<file path="src/pbm_regs.vh">
// Register map, field positions and encodings for the port B low mux and port C direction block
`ifndef PBM_REGS_VH
`define PBM_REGS_VH
`define PBM_ADDR_W 8
`define PBM_OFF_FSEL 8'h00
`define PBM_OFF_CDIR 8'h04
`define PBM_OFF_MODE 8'h08
`define PBM_FSEL_RST 16'h0000
`define PBM_CDIR_RST 16'h0000
`define PBM_MODE_RST 2'h0
`define PBM_FSEL_WMASK 16'hfff5
`define PBM_MODE_EXT 2'h0
`define PBM_MODE_ROMDIS 2'h1
`define PBM_MODE_SINGLE 2'h2
`define PBM_SEL_IO 2'h0
`define PBM_SEL_IRQ 2'h1
`define PBM_SEL_ALT 2'h2
`define PBM_SEL_BUS 2'h3
`define PBM_P7_HI 15
`define PBM_P6_HI 13
`define PBM_P5_HI 11
`define PBM_P4_HI 9
`define PBM_P3_HI 7
`define PBM_P2_HI 5
`define PBM_P1_BIT 2
`define PBM_P0_BIT 0
`define PBM_RESP_OKAY 2'h0
`define PBM_RESP_SLVERR 2'h2
`endif

</file>
<file path="src/pbm_port_mux.v">
// Port B low pin-function multiplexer and port C direction register with an AXI4-Lite slave
`timescale 1ns/1ps
`include "pbm_regs.vh"
module pbm_port_mux (
    input wire SYS_CLK, // System clock, 200 MHz
    input wire RST_N, // Synchronous reset, active low (external power-on reset)
    input wire [`PBM_ADDR_W-1:0] S_AXI_AWADDR, // Write address
    input wire S_AXI_AWVALID, // Write address valid
    output reg S_AXI_AWREADY, // Write address ready
    input wire [31:0] S_AXI_WDATA, // Write data
    input wire [3:0] S_AXI_WSTRB, // Write byte strobes
    input wire S_AXI_WVALID, // Write data valid
    output reg S_AXI_WREADY, // Write data ready
    output reg [1:0] S_AXI_BRESP, // Write response
    output reg S_AXI_BVALID, // Write response valid
    input wire S_AXI_BREADY, // Write response ready
    input wire [`PBM_ADDR_W-1:0] S_AXI_ARADDR, // Read address
    input wire S_AXI_ARVALID, // Read address valid
    output reg S_AXI_ARREADY, // Read address ready
    output reg [31:0] S_AXI_RDATA, // Read data
    output reg [1:0] S_AXI_RRESP, // Read response
    output reg S_AXI_RVALID, // Read data valid
    input wire S_AXI_RREADY, // Read data ready
    input wire [7:0] PB_GPIO_OUT, // Port B general data out, pins 7..0
    input wire [7:0] PB_GPIO_OE, // Port B general output enable, pins 7..0
    input wire [7:0] PB_PIN_IN, // Port B pad input level, pins 7..0
    output reg [7:0] PB_PIN_OUT, // Port B pad output level
    output reg [7:0] PB_PIN_OE, // Port B pad output enable, high drives
    output reg [7:0] PB_GPIO_IN, // Port B pad level toward the data register
    input wire [3:0] ADDR_HI_OUT, // Address lines 19..16 from the bus controller
    input wire BUS_GRANT_OUT, // Bus grant from the arbiter
    input wire RW_DIRECTION_OUT, // Read/write direction strobe
    input wire COL_STROBE_UPPER, // Upper column address strobe
    input wire COL_STROBE_LOWER, // Lower column address strobe
    input wire ROW_STROBE_OUT, // Row address strobe
    output reg [5:0] EXT_INT_IN, // External interrupt inputs 5..0
    output reg [3:0] OUT_ENABLE_IN, // Port output enable inputs 3..0
    output reg BUS_REQUEST_IN, // Bus request input toward the arbiter
    input wire [15:0] PC_GPIO_OUT, // Port C general data out
    input wire [15:0] PC_FUNC_ACTIVE, // Port C pins currently in a non I/O function
    output reg [15:0] PC_PIN_OE // Port C general output enable, high drives
);

////////////////////////////////////////////////////////////////////////////////
// Registers
// Both control registers clear only on RST_N, which stands for the power-on reset
reg [15:0] portb_low_function_select;
reg [15:0] portc_direction;
// Operating mode: 0 normal, 1 ROM disabled, 2 single chip, 3 behaves as normal
reg [1:0] op_mode;
// Write address and data are parked here until the other half arrives
reg [`PBM_ADDR_W-1:0] aw_addr;
reg aw_held;
reg [31:0] w_data;
reg [3:0] w_strb;
reg w_held;

// Merge written bytes into a 16-bit register, masked to writable bits
// Only the two low strobes matter; the upper half of the bus word is ignored
function [15:0] merge16;
    input [15:0] old;
    input [31:0] data;
    input [3:0] strb;
    input [15:0] wmask;
    reg [15:0] m;
    begin
        m = old;
        if (strb[0]) begin
            m[7:0] = data[7:0];
        end
        if (strb[1]) begin
            m[15:8] = data[15:8];
        end
        merge16 = m & wmask;
    end
endfunction

// Effective 2-bit selection: single chip mode demotes the bus functions
// alt_is_bus marks pins whose third selection is an address output
function [1:0] eff_sel2;
    input [1:0] sel;
    input [1:0] mode;
    input alt_is_bus;
    begin
        eff_sel2 = sel;
        if (mode == `PBM_MODE_SINGLE) begin
            if (sel == `PBM_SEL_BUS) begin
                eff_sel2 = `PBM_SEL_IO;
            end else if (sel == `PBM_SEL_ALT && alt_is_bus) begin
                eff_sel2 = `PBM_SEL_IO;
            end
        end
    end
endfunction

// Address 17/16 pins: ROM-disabled mode forces address, single chip forces I/O
// Mode 3 is not a defined mode, so it falls back to the normal expanded mode
// The mode checks come first, so the select bit only matters in normal mode
function eff_addr;
    input sel;
    input [1:0] mode;
    begin
        if (mode == `PBM_MODE_SINGLE) begin
            eff_addr = 1'b0;
        end else if (mode == `PBM_MODE_ROMDIS) begin
            eff_addr = 1'b1;
        end else begin
            eff_addr = sel;
        end
    end
endfunction

////////////////////////////////////////////////////////////////////////////////
// Write channel: address and data taken in either order, response after both
// A second write waits until the response of the first has been accepted
wire do_write = aw_held && w_held && !S_AXI_BVALID;
always @(posedge SYS_CLK) begin
    if (!RST_N) begin
        S_AXI_AWREADY <= 1'b0;
        S_AXI_WREADY <= 1'b0;
        S_AXI_BVALID <= 1'b0;
        S_AXI_BRESP <= `PBM_RESP_OKAY;
        aw_held <= 1'b0;
        w_held <= 1'b0;
        aw_addr <= {`PBM_ADDR_W{1'b0}};
        w_data <= 32'h00000000;
        w_strb <= 4'h0;
        portb_low_function_select <= `PBM_FSEL_RST;
        portc_direction <= `PBM_CDIR_RST;
        op_mode <= `PBM_MODE_RST;
    end else begin
        // Readies idle-toggle, so a held request is taken within two cycles
        // Dropping ready on the taking edge avoids capturing one request twice
        S_AXI_AWREADY <= !aw_held && !S_AXI_AWREADY;
        S_AXI_WREADY <= !w_held && !S_AXI_WREADY;
        if (S_AXI_AWVALID && S_AXI_AWREADY) begin
            aw_held <= 1'b1;
            aw_addr <= S_AXI_AWADDR;
            S_AXI_AWREADY <= 1'b0;
        end
        if (S_AXI_WVALID && S_AXI_WREADY) begin
            w_held <= 1'b1;
            w_data <= S_AXI_WDATA;
            w_strb <= S_AXI_WSTRB;
            S_AXI_WREADY <= 1'b0;
        end
        if (do_write) begin
            aw_held <= 1'b0;
            w_held <= 1'b0;
            S_AXI_BVALID <= 1'b1;
            S_AXI_BRESP <= `PBM_RESP_OKAY;
            // Reserved bits 3 and 1 are masked so they can never be set
            if (aw_addr == `PBM_OFF_FSEL) begin
                portb_low_function_select <= merge16(portb_low_function_select, w_data, w_strb,
                    `PBM_FSEL_WMASK);
            end else if (aw_addr == `PBM_OFF_CDIR) begin
                portc_direction <= merge16(portc_direction, w_data, w_strb, 16'hffff);
            end else if (aw_addr == `PBM_OFF_MODE) begin
                // The mode register uses byte lane 0 only
                if (w_strb[0]) begin
                    op_mode <= w_data[1:0];
                end
            end else begin
                // Unmapped writes change nothing and answer an error
                S_AXI_BRESP <= `PBM_RESP_SLVERR;
            end
        end
        // The response stands until the master accepts it
        if (S_AXI_BVALID && S_AXI_BREADY) begin
            S_AXI_BVALID <= 1'b0;
        end
    end
end

////////////////////////////////////////////////////////////////////////////////
// Read channel: one read at a time, data one cycle after the address is taken
always @(posedge SYS_CLK) begin
    if (!RST_N) begin
        S_AXI_ARREADY <= 1'b0;
        S_AXI_RVALID <= 1'b0;
        S_AXI_RDATA <= 32'h00000000;
        S_AXI_RRESP <= `PBM_RESP_OKAY;
    end else begin
        // No new address is taken while read data still waits to be taken
        S_AXI_ARREADY <= !S_AXI_RVALID && !S_AXI_ARREADY;
        if (S_AXI_ARVALID && S_AXI_ARREADY) begin
            S_AXI_ARREADY <= 1'b0;
            S_AXI_RVALID <= 1'b1;
            S_AXI_RRESP <= `PBM_RESP_OKAY;
            if (S_AXI_ARADDR == `PBM_OFF_FSEL) begin
                S_AXI_RDATA <= {16'h0000, portb_low_function_select & `PBM_FSEL_WMASK};
            end else if (S_AXI_ARADDR == `PBM_OFF_CDIR) begin
                S_AXI_RDATA <= {16'h0000, portc_direction};
            end else if (S_AXI_ARADDR == `PBM_OFF_MODE) begin
                S_AXI_RDATA <= {30'h00000000, op_mode};
            end else begin
                // Unmapped addresses read zero and answer an error
                S_AXI_RDATA <= 32'h00000000;
                S_AXI_RRESP <= `PBM_RESP_SLVERR;
            end
        end
        // RDATA stands with RVALID until the master takes it
        if (S_AXI_RVALID && S_AXI_RREADY) begin
            S_AXI_RVALID <= 1'b0;
        end
    end
end

////////////////////////////////////////////////////////////////////////////////
// Effective selections after the operating-mode override
// These are combinational from the register; the pad stage below adds the cycle
wire [1:0] s7 = eff_sel2(portb_low_function_select[`PBM_P7_HI -: 2], op_mode, 1'b1);
wire [1:0] s6 = eff_sel2(portb_low_function_select[`PBM_P6_HI -: 2], op_mode, 1'b1);
// Pin 5 is never demoted: its read/write strobe and enable input stay in every mode
wire [1:0] s5 = portb_low_function_select[`PBM_P5_HI -: 2];
wire [1:0] s4 = eff_sel2(portb_low_function_select[`PBM_P4_HI -: 2], op_mode, 1'b0);
wire [1:0] s3 = eff_sel2(portb_low_function_select[`PBM_P3_HI -: 2], op_mode, 1'b0);
wire [1:0] s2 = eff_sel2(portb_low_function_select[`PBM_P2_HI -: 2], op_mode, 1'b0);
wire a1 = eff_addr(portb_low_function_select[`PBM_P1_BIT], op_mode);
wire a0 = eff_addr(portb_low_function_select[`PBM_P0_BIT], op_mode);
// Pin 5 keeps its strobe in single chip mode; software must select I/O itself
wire [1:0] s5_adj = s5;

////////////////////////////////////////////////////////////////////////////////
// Pad and peripheral routing, registered so every output is a flip-flop
reg [7:0] next_out;
reg [7:0] next_oe;
reg [5:0] next_irq;
reg [3:0] next_poe;
reg next_bus_request_in;
always @* begin
    next_out = PB_GPIO_OUT;
    next_oe = PB_GPIO_OE;
    next_irq = 6'h00;
    next_poe = 4'h0;
    next_bus_request_in = 1'b0;
    // Defaults follow the general I/O data and enable; each role then overrides its pin
    // Input roles release the pad so that an outside driver sets the level
    // Each pin is one if/else-if chain, so only one role can win
    // Pin 7: interrupt 5, address 19, bus request in
    // Bus request samples the pad only while pin 7 holds that role
    // Otherwise it stays low, so the arbiter never sees a stray request
    if (s7 == `PBM_SEL_IRQ) begin
        next_oe[7] = 1'b0;
        next_irq[5] = PB_PIN_IN[7];
    end else if (s7 == `PBM_SEL_ALT) begin
        next_out[7] = ADDR_HI_OUT[3];
        next_oe[7] = 1'b1;
    end else if (s7 == `PBM_SEL_BUS) begin
        next_oe[7] = 1'b0;
        next_bus_request_in = PB_PIN_IN[7];
    end
    // Pin 6: interrupt 4, address 18, bus grant out
    // Bus grant is an output, so unlike pin 7 this role drives the pad
    if (s6 == `PBM_SEL_IRQ) begin
        next_oe[6] = 1'b0;
        next_irq[4] = PB_PIN_IN[6];
    end else if (s6 == `PBM_SEL_ALT) begin
        next_out[6] = ADDR_HI_OUT[2];
        next_oe[6] = 1'b1;
    end else if (s6 == `PBM_SEL_BUS) begin
        next_out[6] = BUS_GRANT_OUT;
        next_oe[6] = 1'b1;
    end
    // Pin 5: interrupt 3, output enable 3, read/write strobe
    if (s5_adj == `PBM_SEL_IRQ) begin
        next_oe[5] = 1'b0;
        next_irq[3] = PB_PIN_IN[5];
    end else if (s5_adj == `PBM_SEL_ALT) begin
        next_oe[5] = 1'b0;
        next_poe[3] = PB_PIN_IN[5];
    end else if (s5_adj == `PBM_SEL_BUS) begin
        next_out[5] = RW_DIRECTION_OUT;
        next_oe[5] = 1'b1;
    end
    // Pin 4: interrupt 2, output enable 2, upper column strobe
    // Strobes drive the pad; output-enable inputs leave it released
    if (s4 == `PBM_SEL_IRQ) begin
        next_oe[4] = 1'b0;
        next_irq[2] = PB_PIN_IN[4];
    end else if (s4 == `PBM_SEL_ALT) begin
        next_oe[4] = 1'b0;
        next_poe[2] = PB_PIN_IN[4];
    end else if (s4 == `PBM_SEL_BUS) begin
        next_out[4] = COL_STROBE_UPPER;
        next_oe[4] = 1'b1;
    end
    // Pin 3: interrupt 1, output enable 1, lower column strobe
    if (s3 == `PBM_SEL_IRQ) begin
        next_oe[3] = 1'b0;
        next_irq[1] = PB_PIN_IN[3];
    end else if (s3 == `PBM_SEL_ALT) begin
        next_oe[3] = 1'b0;
        next_poe[1] = PB_PIN_IN[3];
    end else if (s3 == `PBM_SEL_BUS) begin
        next_out[3] = COL_STROBE_LOWER;
        next_oe[3] = 1'b1;
    end
    // Pin 2: interrupt 0, output enable 0, row strobe
    if (s2 == `PBM_SEL_IRQ) begin
        next_oe[2] = 1'b0;
        next_irq[0] = PB_PIN_IN[2];
    end else if (s2 == `PBM_SEL_ALT) begin
        next_oe[2] = 1'b0;
        next_poe[0] = PB_PIN_IN[2];
    end else if (s2 == `PBM_SEL_BUS) begin
        next_out[2] = ROW_STROBE_OUT;
        next_oe[2] = 1'b1;
    end
    // Pins 1 and 0: address 17 and 16
    // Without an address role these pins keep the general data and enable
    if (a1) begin
        next_out[1] = ADDR_HI_OUT[1];
        next_oe[1] = 1'b1;
    end
    if (a0) begin
        next_out[0] = ADDR_HI_OUT[0];
        next_oe[0] = 1'b1;
    end
end

// One register stage on the pads trades a cycle of latency for clean outputs
// PB_GPIO_IN always follows the pad, whatever role the pin has
// Port C enable is gated by the function flags so a stale direction bit cannot drive
// Software sees the new pin roles one cycle after its write is answered
always @(posedge SYS_CLK) begin
    if (!RST_N) begin
        PB_PIN_OUT <= 8'h00;
        PB_PIN_OE <= 8'h00;
        PB_GPIO_IN <= 8'h00;
        EXT_INT_IN <= 6'h00;
        OUT_ENABLE_IN <= 4'h0;
        BUS_REQUEST_IN <= 1'b0;
        PC_PIN_OE <= 16'h0000;
    end else begin
        PB_PIN_OUT <= next_out;
        PB_PIN_OE <= next_oe;
        PB_GPIO_IN <= PB_PIN_IN;
        EXT_INT_IN <= next_irq;
        OUT_ENABLE_IN <= next_poe;
        BUS_REQUEST_IN <= next_bus_request_in;
        PC_PIN_OE <= portc_direction & ~PC_FUNC_ACTIVE;
    end
end

endmodule

</file>
<file path="config.mk">
export PLATFORM = sky130hd
export DESIGN_NAME = pbm_port_mux
export DESIGN_NICKNAME = d
export VERILOG_FILES = /design/src/pbm_port_mux.v
export VERILOG_INCLUDE_DIRS = /design/src
export SDC_FILE = /design/constraint.sdc
export NUM_CORES = 1
export LEC_CHECK = 0
export ABC_AREA = 1
export BUFFER_PORTS_ARGS = -buffer_cell sky130_fd_sc_hd__buf_2
export CAP_MARGIN = 15
export CORE_MARGIN = 5
export CORE_UTILIZATION = 35
export CTS_CLUSTER_SIZE = 8
export DETAILED_ROUTE_END_ITERATION = 10
export PLACE_DENSITY_LB_ADDON = 0.08
export SYNTH_ARGS = -nofsm -noshare
export SYNTH_HDL_FRONTEND = slang
export SYNTH_SLANG_ARGS = --single-unit
</file>
<file path="constraint.sdc">
create_clock -name SYS_CLK -period 1.9 [get_ports SYS_CLK]
set_clock_uncertainty 0.2 [all_clocks]
set_input_delay 0.19 -clock SYS_CLK [delete_from_list [all_inputs] [get_ports SYS_CLK]]
set_output_delay 0.19 -clock SYS_CLK [all_outputs]
set_load 0.01 [all_outputs]
</file>
# --- Word level (Yosys, flattened, before mapping) ---
# Index checks and enable logic that the tools add are counted.
# W data, S select, Z words.
op_classes:
  n_eq_ne: 31
  n_mux: 54
  n_bitwise: 10
  n_reduce_logical: 47
op_table:
  columns: ["cell", "n"]
  rows:
  - ["$eq A2 B2 Y1 const B", 20]
  - ["$mux W2", 19]
  - ["$mux W1", 33]
  - ["$mux W16", 2]
  - ["$reduce_or A3 Y1", 8]
  - ["$and A16 B16 Y16", 1]
  - ["$eq A8 B3 Y1 const B", 2]
  - ["$eq A8 B4 Y1 const B", 2]
  - ["$logic_not A8 Y1", 2]
  - ["$not A16 Y16", 1]
  - ["$reduce_or A2 Y1", 8]
  - ["$eq A2 B1 Y1 const B", 7]
  - ["$reduce_and A2 Y1", 6]
  - ["$logic_and A1 B1 Y1", 10]
  - ["$not A1 Y1", 8]
  - ["$reduce_and A4 Y1", 2]
  - ["$logic_not A1 Y1", 7]
  - ["$reduce_and A3 Y1", 2]
  - ["$reduce_and A5 Y1", 1]
  - ["$reduce_or A4 Y1", 1]
totals:
  reg_bits: 152
  in_bits: 124
  output_inout_bits: 92
  wordCells: 181

# --- Depth between registers and ports, before layout ---
# Gate-level depths: netlist (run 1).
logic_depth:
  word_depth: 8
  mapped_depth: 9
  mapped_depth_nobuf: 8

# --- Worst setup path after synthesis (run 1) ---
# No wires, ideal clock.
synth_path:
  path_type: "register to register"
  from: "register S_AXI_BVALID"
  to: "register portb_low_function_select[2]"
  setup_time_ns: 0.119
  arrival_time_ns: 1.125
  required_ns: 1.581
  setup_slack_ns: 0.456
  path_stages_with_launch: 8
  n_path_buf: 1
  period_less_slack_ns: 1.444
  cell_sequence: "dfxtp_1 -> nor2_2 -> nand2_2 -> nor2_4 -> nand2_1 -> buf_2 -> o21ai_0 -> a21oi_1"
synth_via:
  elab_chain_cells: 3
synth_rtl:
  columns: ["item", "line_no", "source"]
  rows:
  - ["from (decl)", "pbm_port_mux.v:15", "output reg S_AXI_BVALID,"]
  - ["from (signal assigned)", "pbm_port_mux.v:121", "S_AXI_BVALID <= 1'b0;"]
  - ["from (signal assigned)", "pbm_port_mux.v:150", "S_AXI_BVALID <= 1'b1;"]
  - ["from (signal assigned)", "pbm_port_mux.v:170", "S_AXI_BVALID <= 1'b0;"]
  - ["$logic_not A1 Y1", "pbm_port_mux.v:116", "wire do_write = aw_held && w_held && !S_AXI_BVALID;"]
  - ["$logic_and A1 B1 Y1", "pbm_port_mux.v:116", null]
  - ["$reduce_and A3 Y1 (no line)", null, null]
  - ["to (signal assigned)", "pbm_port_mux.v:128", "portb_low_function_select <= `PBM_FSEL_RST;"]
  - ["to (signal assigned)", "pbm_port_mux.v:154", "portb_low_function_select <= merge16(portb_low_function_select, w_data, w_strb,"]
  - ["to (decl)", "pbm_port_mux.v:47", "reg [15:0] portb_low_function_select;"]
# No other way between the ends.
# A chain may end at the register's enable or synchronous reset.

# --- Worst setup path in the final report (run 1) ---
layout_path:
  from: "register op_mode[0]"
  to: "register PB_PIN_OUT[1]"
layout_via:
  elab_chain_cells: 4
  elab_cells_between_ends: 5
  cone_classes: "eq/ne: 2; mux: 3"
layout_rtl:
  columns: ["item", "line_no", "source"]
  rows:
  - ["from (decl)", "pbm_port_mux.v:50", "reg [1:0] op_mode;"]
  - ["from (signal assigned)", "pbm_port_mux.v:130", "op_mode <= `PBM_MODE_RST;"]
  - ["from (signal assigned)", "pbm_port_mux.v:161", "op_mode <= w_data[1:0];"]
  - ["$eq A2 B1 Y1 (no line)", null, null]
  - ["$mux W1", "pbm_port_mux.v:105", "end else if (mode == `PBM_MODE_ROMDIS) begin"]
  - ["$mux W1 (*)", "pbm_port_mux.v:103", "if (mode == `PBM_MODE_SINGLE) begin"]
  - ["$mux W1 (*)", "pbm_port_mux.v:312", "if (a1) begin"]
  - ["to (signal assigned)", "pbm_port_mux.v:336", "PB_PIN_OUT <= next_out;"]
  - ["to (decl)", "pbm_port_mux.v:27", "output reg [7:0] PB_PIN_OUT,"]
# Mark *: on every way between the ends. The rest lies on a longest branch, timed or not.

==> summary.txt, run 1 <==
Timing
  • Worst Max-Slew Pin Slew: 0.531 ns
  • Endpoints failing setup: 0
  • Relative slew slack: ~65%
  • Worst hold slack: 0.0404 ns
  • Slew Limit Fails: 0
  • Max frequency: 561 MHz
  • Crit path time final: 1.78 ns
  • Final period util: between 90% and 100%
  • Fin. Hold Viols: 0
  • Setup WS post-layout: approximately 0.12 ns
  • TNS Setup: 0 ns
  • RSZ-0062 raised after global routing: false

Clock network
  • Sink Count: between 100 and 150
  • CTS tree: built
  • Root Buffer: clkbuf_16
  • CTS Buf Count: 17
  • Clock buffer depth: 2
  • Setup Fix Bufs, Post-CTS: 0
  • Clock transition at the registers of the reported paths: 0.05 ns
  • Clk_lat worst skew: ~0.42 ns
  • CTS H-tree lvls: 4

Worst hold path
  • Min-Delay Path Depth: 6
  • Worst Hold Class: in -> reg
  • Hold_sp: S_AXI_ARADDR[1]
  • WHS Endpoint: S_AXI_RDATA[1]

Detailed routing
  • Routed WL: 14.1 mm
  • DR vias/cell: 4.38
  • DRC Markers: 0
  • Routed length per placed instance: 13.1 microns
  • Vias: 4,710
  • DRT Pass-1 Iters: 4
  • Post-route ant nets: 0
  • First DRT Iteration DRCs: 219

Worst setup path
  • R2r startpoint: op_mode[0]
  • FF-to-FF setup slack: 0.12 ns
  • Nature of the critical path endpoint: register
  • Worst Reg-to-Reg Cells: 7
  • FF-to-FF End: PB_PIN_OUT[1]
  • Crit path required time: 2.00 ns
  • Critical path data arrival time: 1.88 ns
  • Critical Path Source Type: register
  • CP max FO: 6
  • Critical path class: reg -> reg

Synthesis
  • Syn Inst Count: approximately 640
  • Synthesized flop and latch total: 134
  • Post-synthesis sequential area ratio: a little over half
  • Synthesized area per cell: 7.95 sq um
  • Synthesized area: 5050 sq um
  • Yosys cell types: 28
  • Top-count cell post-synth: dfxtp_1
  • Synth top area cells: dfxtp_1 53%, nor2_1 8.0%, nand2_1 6.8%
  • Synth warn: 0
  • Top-area cell type share of the netlist area: 53.1%
  • Commonest register cell after synthesis: dfxtp_1
  • Post-synth top cells: 134 x dfxtp_1, 108 x nor2_1, 92 x nand2_1
  • Post-synth EDFFs: 0
  • FFs w/ async S/R, synth: 0%
  • Synth area leader: dfxtp_1

Placement
  • GP Congestion: between 0.7 and 0.8
  • HPWL Detailed: roughly 9.8 mm
  • Placed Cells: 964
  • Buffers on Ports: 163
  • Pre-CTS setup slack: between 0.2 and 0.25 ns

Pwr
  • Peak supply drop: 0.567 mV
  • Power Dens Cells: 940 nW/um^2
  • Leak Pwr: about 3.5 nW

Cells and area
  • Post-route insts no fill: 1,075
  • Antenna cell count: 0
  • Layout cell share with drive strength beyond 1: 24.6%
  • FILL cells: 1,407
  • Register Area: 2680 sq um
  • Layout area overhead: 46.6%
  • Finished Core Util: around half
  • Nets@finish: approximately 1.0k
  • Multi-input combinational cell area: 1870 sq um

Die
  • Cell Rows: 44
  • DIE AREA: between 15,000 and 20,000 sq um
  • Die height: 130 microns
  • Core area: 14,400 sq um
  • Total I/O pin count: roughly 220
  • Chip Width: between 100 and 150 microns
  • Starting Density: 35.2%

Global routing
  • Number of global-route vias before repair: 4,687
  • GRT Util Overall: 17.1%
  • Largest net degree at the start of global routing: 90
  • First-pass GRT wire length: 22.5 mm
  • Initial antenna violation count: 0
  • Global route total overflow: 0

Outcome
  • Outcome: finished, final reports clean

Run
  • # Max-Cap Violations: 0
## sequential cells by signal (all words and copies together) (netlist names), 6 cells and up
name                       cells
PC_PIN_OE                     16
S_AXI_RDATA                   16
portc_direction               16
w_data                        16
portb_low_function_select     14
PB_GPIO_IN                     8
PB_PIN_OE                      8
PB_PIN_OUT                     8
aw_addr                        8
EXT_INT_IN                     6
## logic make-up (layout without fill, tap and decap cells)
group,Yosys count,in the layout,share of synthesized area (%)
AOI/OAI and AO/OA,118,118,13.5
buffers and inverters,122,361,11.2
DFF,134,134,53.1
other,1,18,0.0742
and+or+nand+nor,260,260,22.1
## metrics by stage
step	total power [mW]	instance area, sq um
global placement	3.54	5990
detailed placement	3.55	5990
finish	6.96	7400
floorplan	3.34	5110
CTS	7.06	7400
global route	7.27	7400
## where the power goes
group / internal [mW] / switching [mW] / total, mW / leakage, nW
Clock: 2.20 / 1.16 / 3.35 / 0.296
Sequential: 2.91 / 0.0588 / 2.97 / 1.09
Combinational: 0.314 / 0.322 / 0.636 / 2.14
## worst max path at each step
stage	start	endpoint	cells past startpoint
2_1_floorplan	S_AXI_BVALID	portb_low_function_select[2]	7
3_3_place_gp	S_AXI_ARADDR[7]	S_AXI_RDATA[9]	8
3_5_place_dp	S_AXI_ARADDR[7]	S_AXI_RDATA[9]	8
4_1_cts	op_mode[0]	PB_PIN_OUT[1]	7
5_1_grt	op_mode[0]	PB_PIN_OUT[1]	7
6_report	op_mode[0]	PB_PIN_OUT[1]	7
## area by class of cell
class | count | share of cell area (%)
clock inverters | 8 | 1.62
flip-flops and latches | 134 | 36.2
repair buffers | 251 | 23.2
well taps | 184 | 3.11
clock buffers | 24 | 6.64
inverters | 78 | 3.95
multi-input cells | 396 | 25.3
## layer usage
layer / global-route usage (%) / up-vias / part of all wire, %
met5: 0 / - / 0
met4: 6.23 / 0 / 1.3
met3: 4.09 / 14 / 5.8
met2: 27.5 / 130 / 45
met1: 22.4 / 2088 / 48
li1: - / 2478 / -
## repair_timing
| item | CTS | global route |
|---|---|---|
| resized for setup | 0 | 2 |
| setup endpoints to repair | 0 | 1 |
| endpoints found under the hold margin | 82 | 0 |
| hold buffers | 79 | 0 |
## critical path, stage by stage (launching register included)
cell           delay [ns]
dfxtp_1              0.37
inv_1                0.08
nand2_2              0.10
buf_6                0.14
nand2_1              0.06
o21ai_0              0.14
nor2_1               0.05
dlygate4sd3_1        0.54
## placed cells by master, fill, tap and decap left out, drive strengths merged, types with 13 or more instances in the layout
cell and n:
nor3 18, o211ai 13, dfxtp 134, nand3 28, nor2 117, o21ai 51, inv 78, buf 172
conb 18, dlygate4sd3 79, clkbuf 24, a21oi 38, nand2 96
(Power assumes the default switching activity.)
==> run 2: changes to the inputs <==
Settings changed: PLACE_DENSITY_LB_ADDON 0.08 to 0.12.
Clock period 1.9 ns to 2 ns, I/O delays scaled along.
==> run 2 against run 1 <==
Clock-buffer cell count down 5. Sequential share of layout area about the same. Combinational power down 6.0%. Core utilization up 0.070 points. Cell area up 0.14%. First-iteration DRC count down 9.6%. Power down 0.89%. Critical path depth down 1. Die area unchanged. Critical endpoint is now PB_PIN_OUT[6].
==> summary.txt, run 2 (same netlist as run 1, synthesis figures left out) <==
Detailed routing
  • Vias: 4,729 (+0.40%)
  • DRT Pass-1 Iters: 4 (unchanged)
  • DR vias/cell: 4.42 (+0.78%)
  • Post-route ant nets: 0 (unchanged)
  • Routed length per placed instance: 13.0 microns (-1.0%)
  • First DRT Iteration DRCs: 198 (-9.6%)
  • DRC Markers: 0 (unchanged)
  • Routed WL: 13.9 mm (-1.4%)

Placement
  • GP Congestion: 0.793 (+4.9%)
  • DP Area: 5970 sq um (-0.46%)
  • Buffers on Ports: 163 (unchanged)
  • Placed Cells: 962 (-0.21%)
  • Pre-CTS setup slack: 0.316 ns (+0.0731 ns)
  • HPWL Detailed: 9.85 mm (+0.11%)

Cells and area
  • Post-route insts no fill: 1,071 (-0.37%)
  • Layout cell share with drive strength beyond 1: 24.8% (+0.22 points)
  • Most common cell after layout, fill and taps aside: buf_2
  • Layout area overhead: 46.8%
  • Antenna cell count: 0 (unchanged)
  • Cell area after layout: 7410 sq um (+0.14%)
  • FILL cells: 1,379 (-2.0%)
  • Finished Core Util: 51.6% (+0.070 points)
  • Nets@finish: 998 (-0.40%)
  • Commonest non-fill, non-tap cells in the layout: 162 x buf_2, 134 x dfxtp_1, 107 x nor2_1

Timing
  • Worst hold slack: 0.00408 ns (-0.0363 ns)
  • Final period util: between 90% and 100%
  • Max frequency: 513 MHz
  • Endpoints failing setup: 0 (unchanged)
  • Fin. Hold Viols: 0 (unchanged)
  • RSZ-0062 raised after global routing: false
  • Relative slew slack: 65.1% (+0.58 points)
  • Slew Limit Fails: 0 (unchanged)
  • Crit path time final: 1.95 ns
  • Setup WS post-layout: 0.0513 ns (-0.0670 ns)
  • TNS Setup: 0 ns (unchanged)
  • Worst Max-Slew Pin Slew: 0.523 ns (-0.00864 ns)

Worst hold path
  • Worst Hold Class: in -> reg

Worst setup path
  • Critical Path Source Type: input port
  • Crit path required time: 2.15 ns (+0.15 ns)
  • Critical path data arrival time: 2.10 ns (+0.22 ns)
  • CP max FO: 21 (+15)
  • Critical path class: in -> reg
  • Nature of the critical path endpoint: register

Clock network
  • Setup Fix Bufs, Post-CTS: 0 (unchanged)
  • Clock transition at the registers of the reported paths: 0.06 ns (about the same)
  • Clk_lat worst skew: 0.42 ns (about the same)
  • Sink Count: 134 (unchanged)
  • CTS H-tree lvls: 4 (unchanged)
  • CTS tree: built
  • Clock buffer depth: 2 (unchanged)
  • CTS Buf Count: 17 (unchanged)
  • Root Buffer: clkbuf_16

Global routing
  • Number of global-route vias before repair: 4,500 (-4.0%)
  • Global route total overflow: 0 (unchanged)
  • Largest net degree at the start of global routing: 49 (-46%)
  • Initial antenna violation count: 0 (unchanged)
  • First-pass GRT wire length: 21.5 mm (-4.4%)
  • GRT Util Overall: 16.3% (-0.79 points)

Pwr
  • Power Dens Cells: 931 nW/um^2 (-1.0%)
  • Total Power: 6.90 mW (-0.89%)
  • Leak Pwr: 3.54 nW (+0.27%)
  • Peak supply drop: 0.552 mV (-2.8%)

Die
  • Chip Width: 130 microns (unchanged)
  • Cell Rows: 44 (unchanged)
  • DIE AREA: 16,900 sq um (unchanged)
  • Total I/O pin count: 216 (unchanged)
  • Starting Density: 35.2% (unchanged)
  • Die height: 130 microns (unchanged)
  • Core area: 14,400 sq um (unchanged)

Run
  • # Max-Cap Violations: 0 (unchanged)

Outcome
  • Outcome: finished, final reports clean
## run 2: cell types whose count changed in the layout (fill, tap and decap cells not counted), moves of 2 or more
cell,delta
bufinv_16,+3
clkbuf_8,-4
clkinv_4,+3
dlygate4sd3_1,-2
## run 2: power by group
group          leakage, nW  internal, mW  switching, mW
combinational         2.13         0.295          0.304
clock                0.321          2.33           1.14
sequential            1.09          2.77         0.0572
## run 2: cell type report
cell class | instances | area, sq um | area share [%]
clock buffers | 19 | 433 | 5.84
clock inverters | 13 | 229 | 3.09
inverters | 78 | 293 | 3.95
multi-input cells | 396 | 1880 | 25.4
flip-flops and latches | 134 | 2680 | 36.2
well taps | 184 | 230 | 3.11
repair buffers | 247 | 1670 | 22.5
## run 2: layer usage
metal / GRT usage (%) / part of all wire, % / vias up
met5: 0 / 0 / -
met1: 21.4 / 47 / 2090
met3: 4.18 / 7.6 / 22
met2: 25.7 / 43 / 147
li1: - / - / 2470
met4: 6.54 / 1.6 / 0
## run 2: repair_timing
item / in CTS / in global routing
endpoints found under the hold margin: 81 / 0
resized for setup: 0 / 5
endpoints found under the setup margin: 0 / 4
hold buffers: 77 / 0
## run 2: worst paths after layout
kind,from,end,slack (ns),cells past startpoint
setup / recovery,RST_N,PB_PIN_OUT[6],0.05,6
hold / removal,S_AXI_ARVALID,S_AXI_RDATA[0],0.004,4
setup reg to reg,op_mode[0],PB_PIN_OUT[6],0.08,7
hold reg to reg,w_held,S_AXI_WREADY,0.23,1
## run 2: critical path: stages
cell and delay (ns):
dlygate4sd3_1 0.52, clkbuf_4 0.20, inv_1 0.07, buf_4 0.22, a311oi_2 0.27, dlygate4sd3_1 0.61
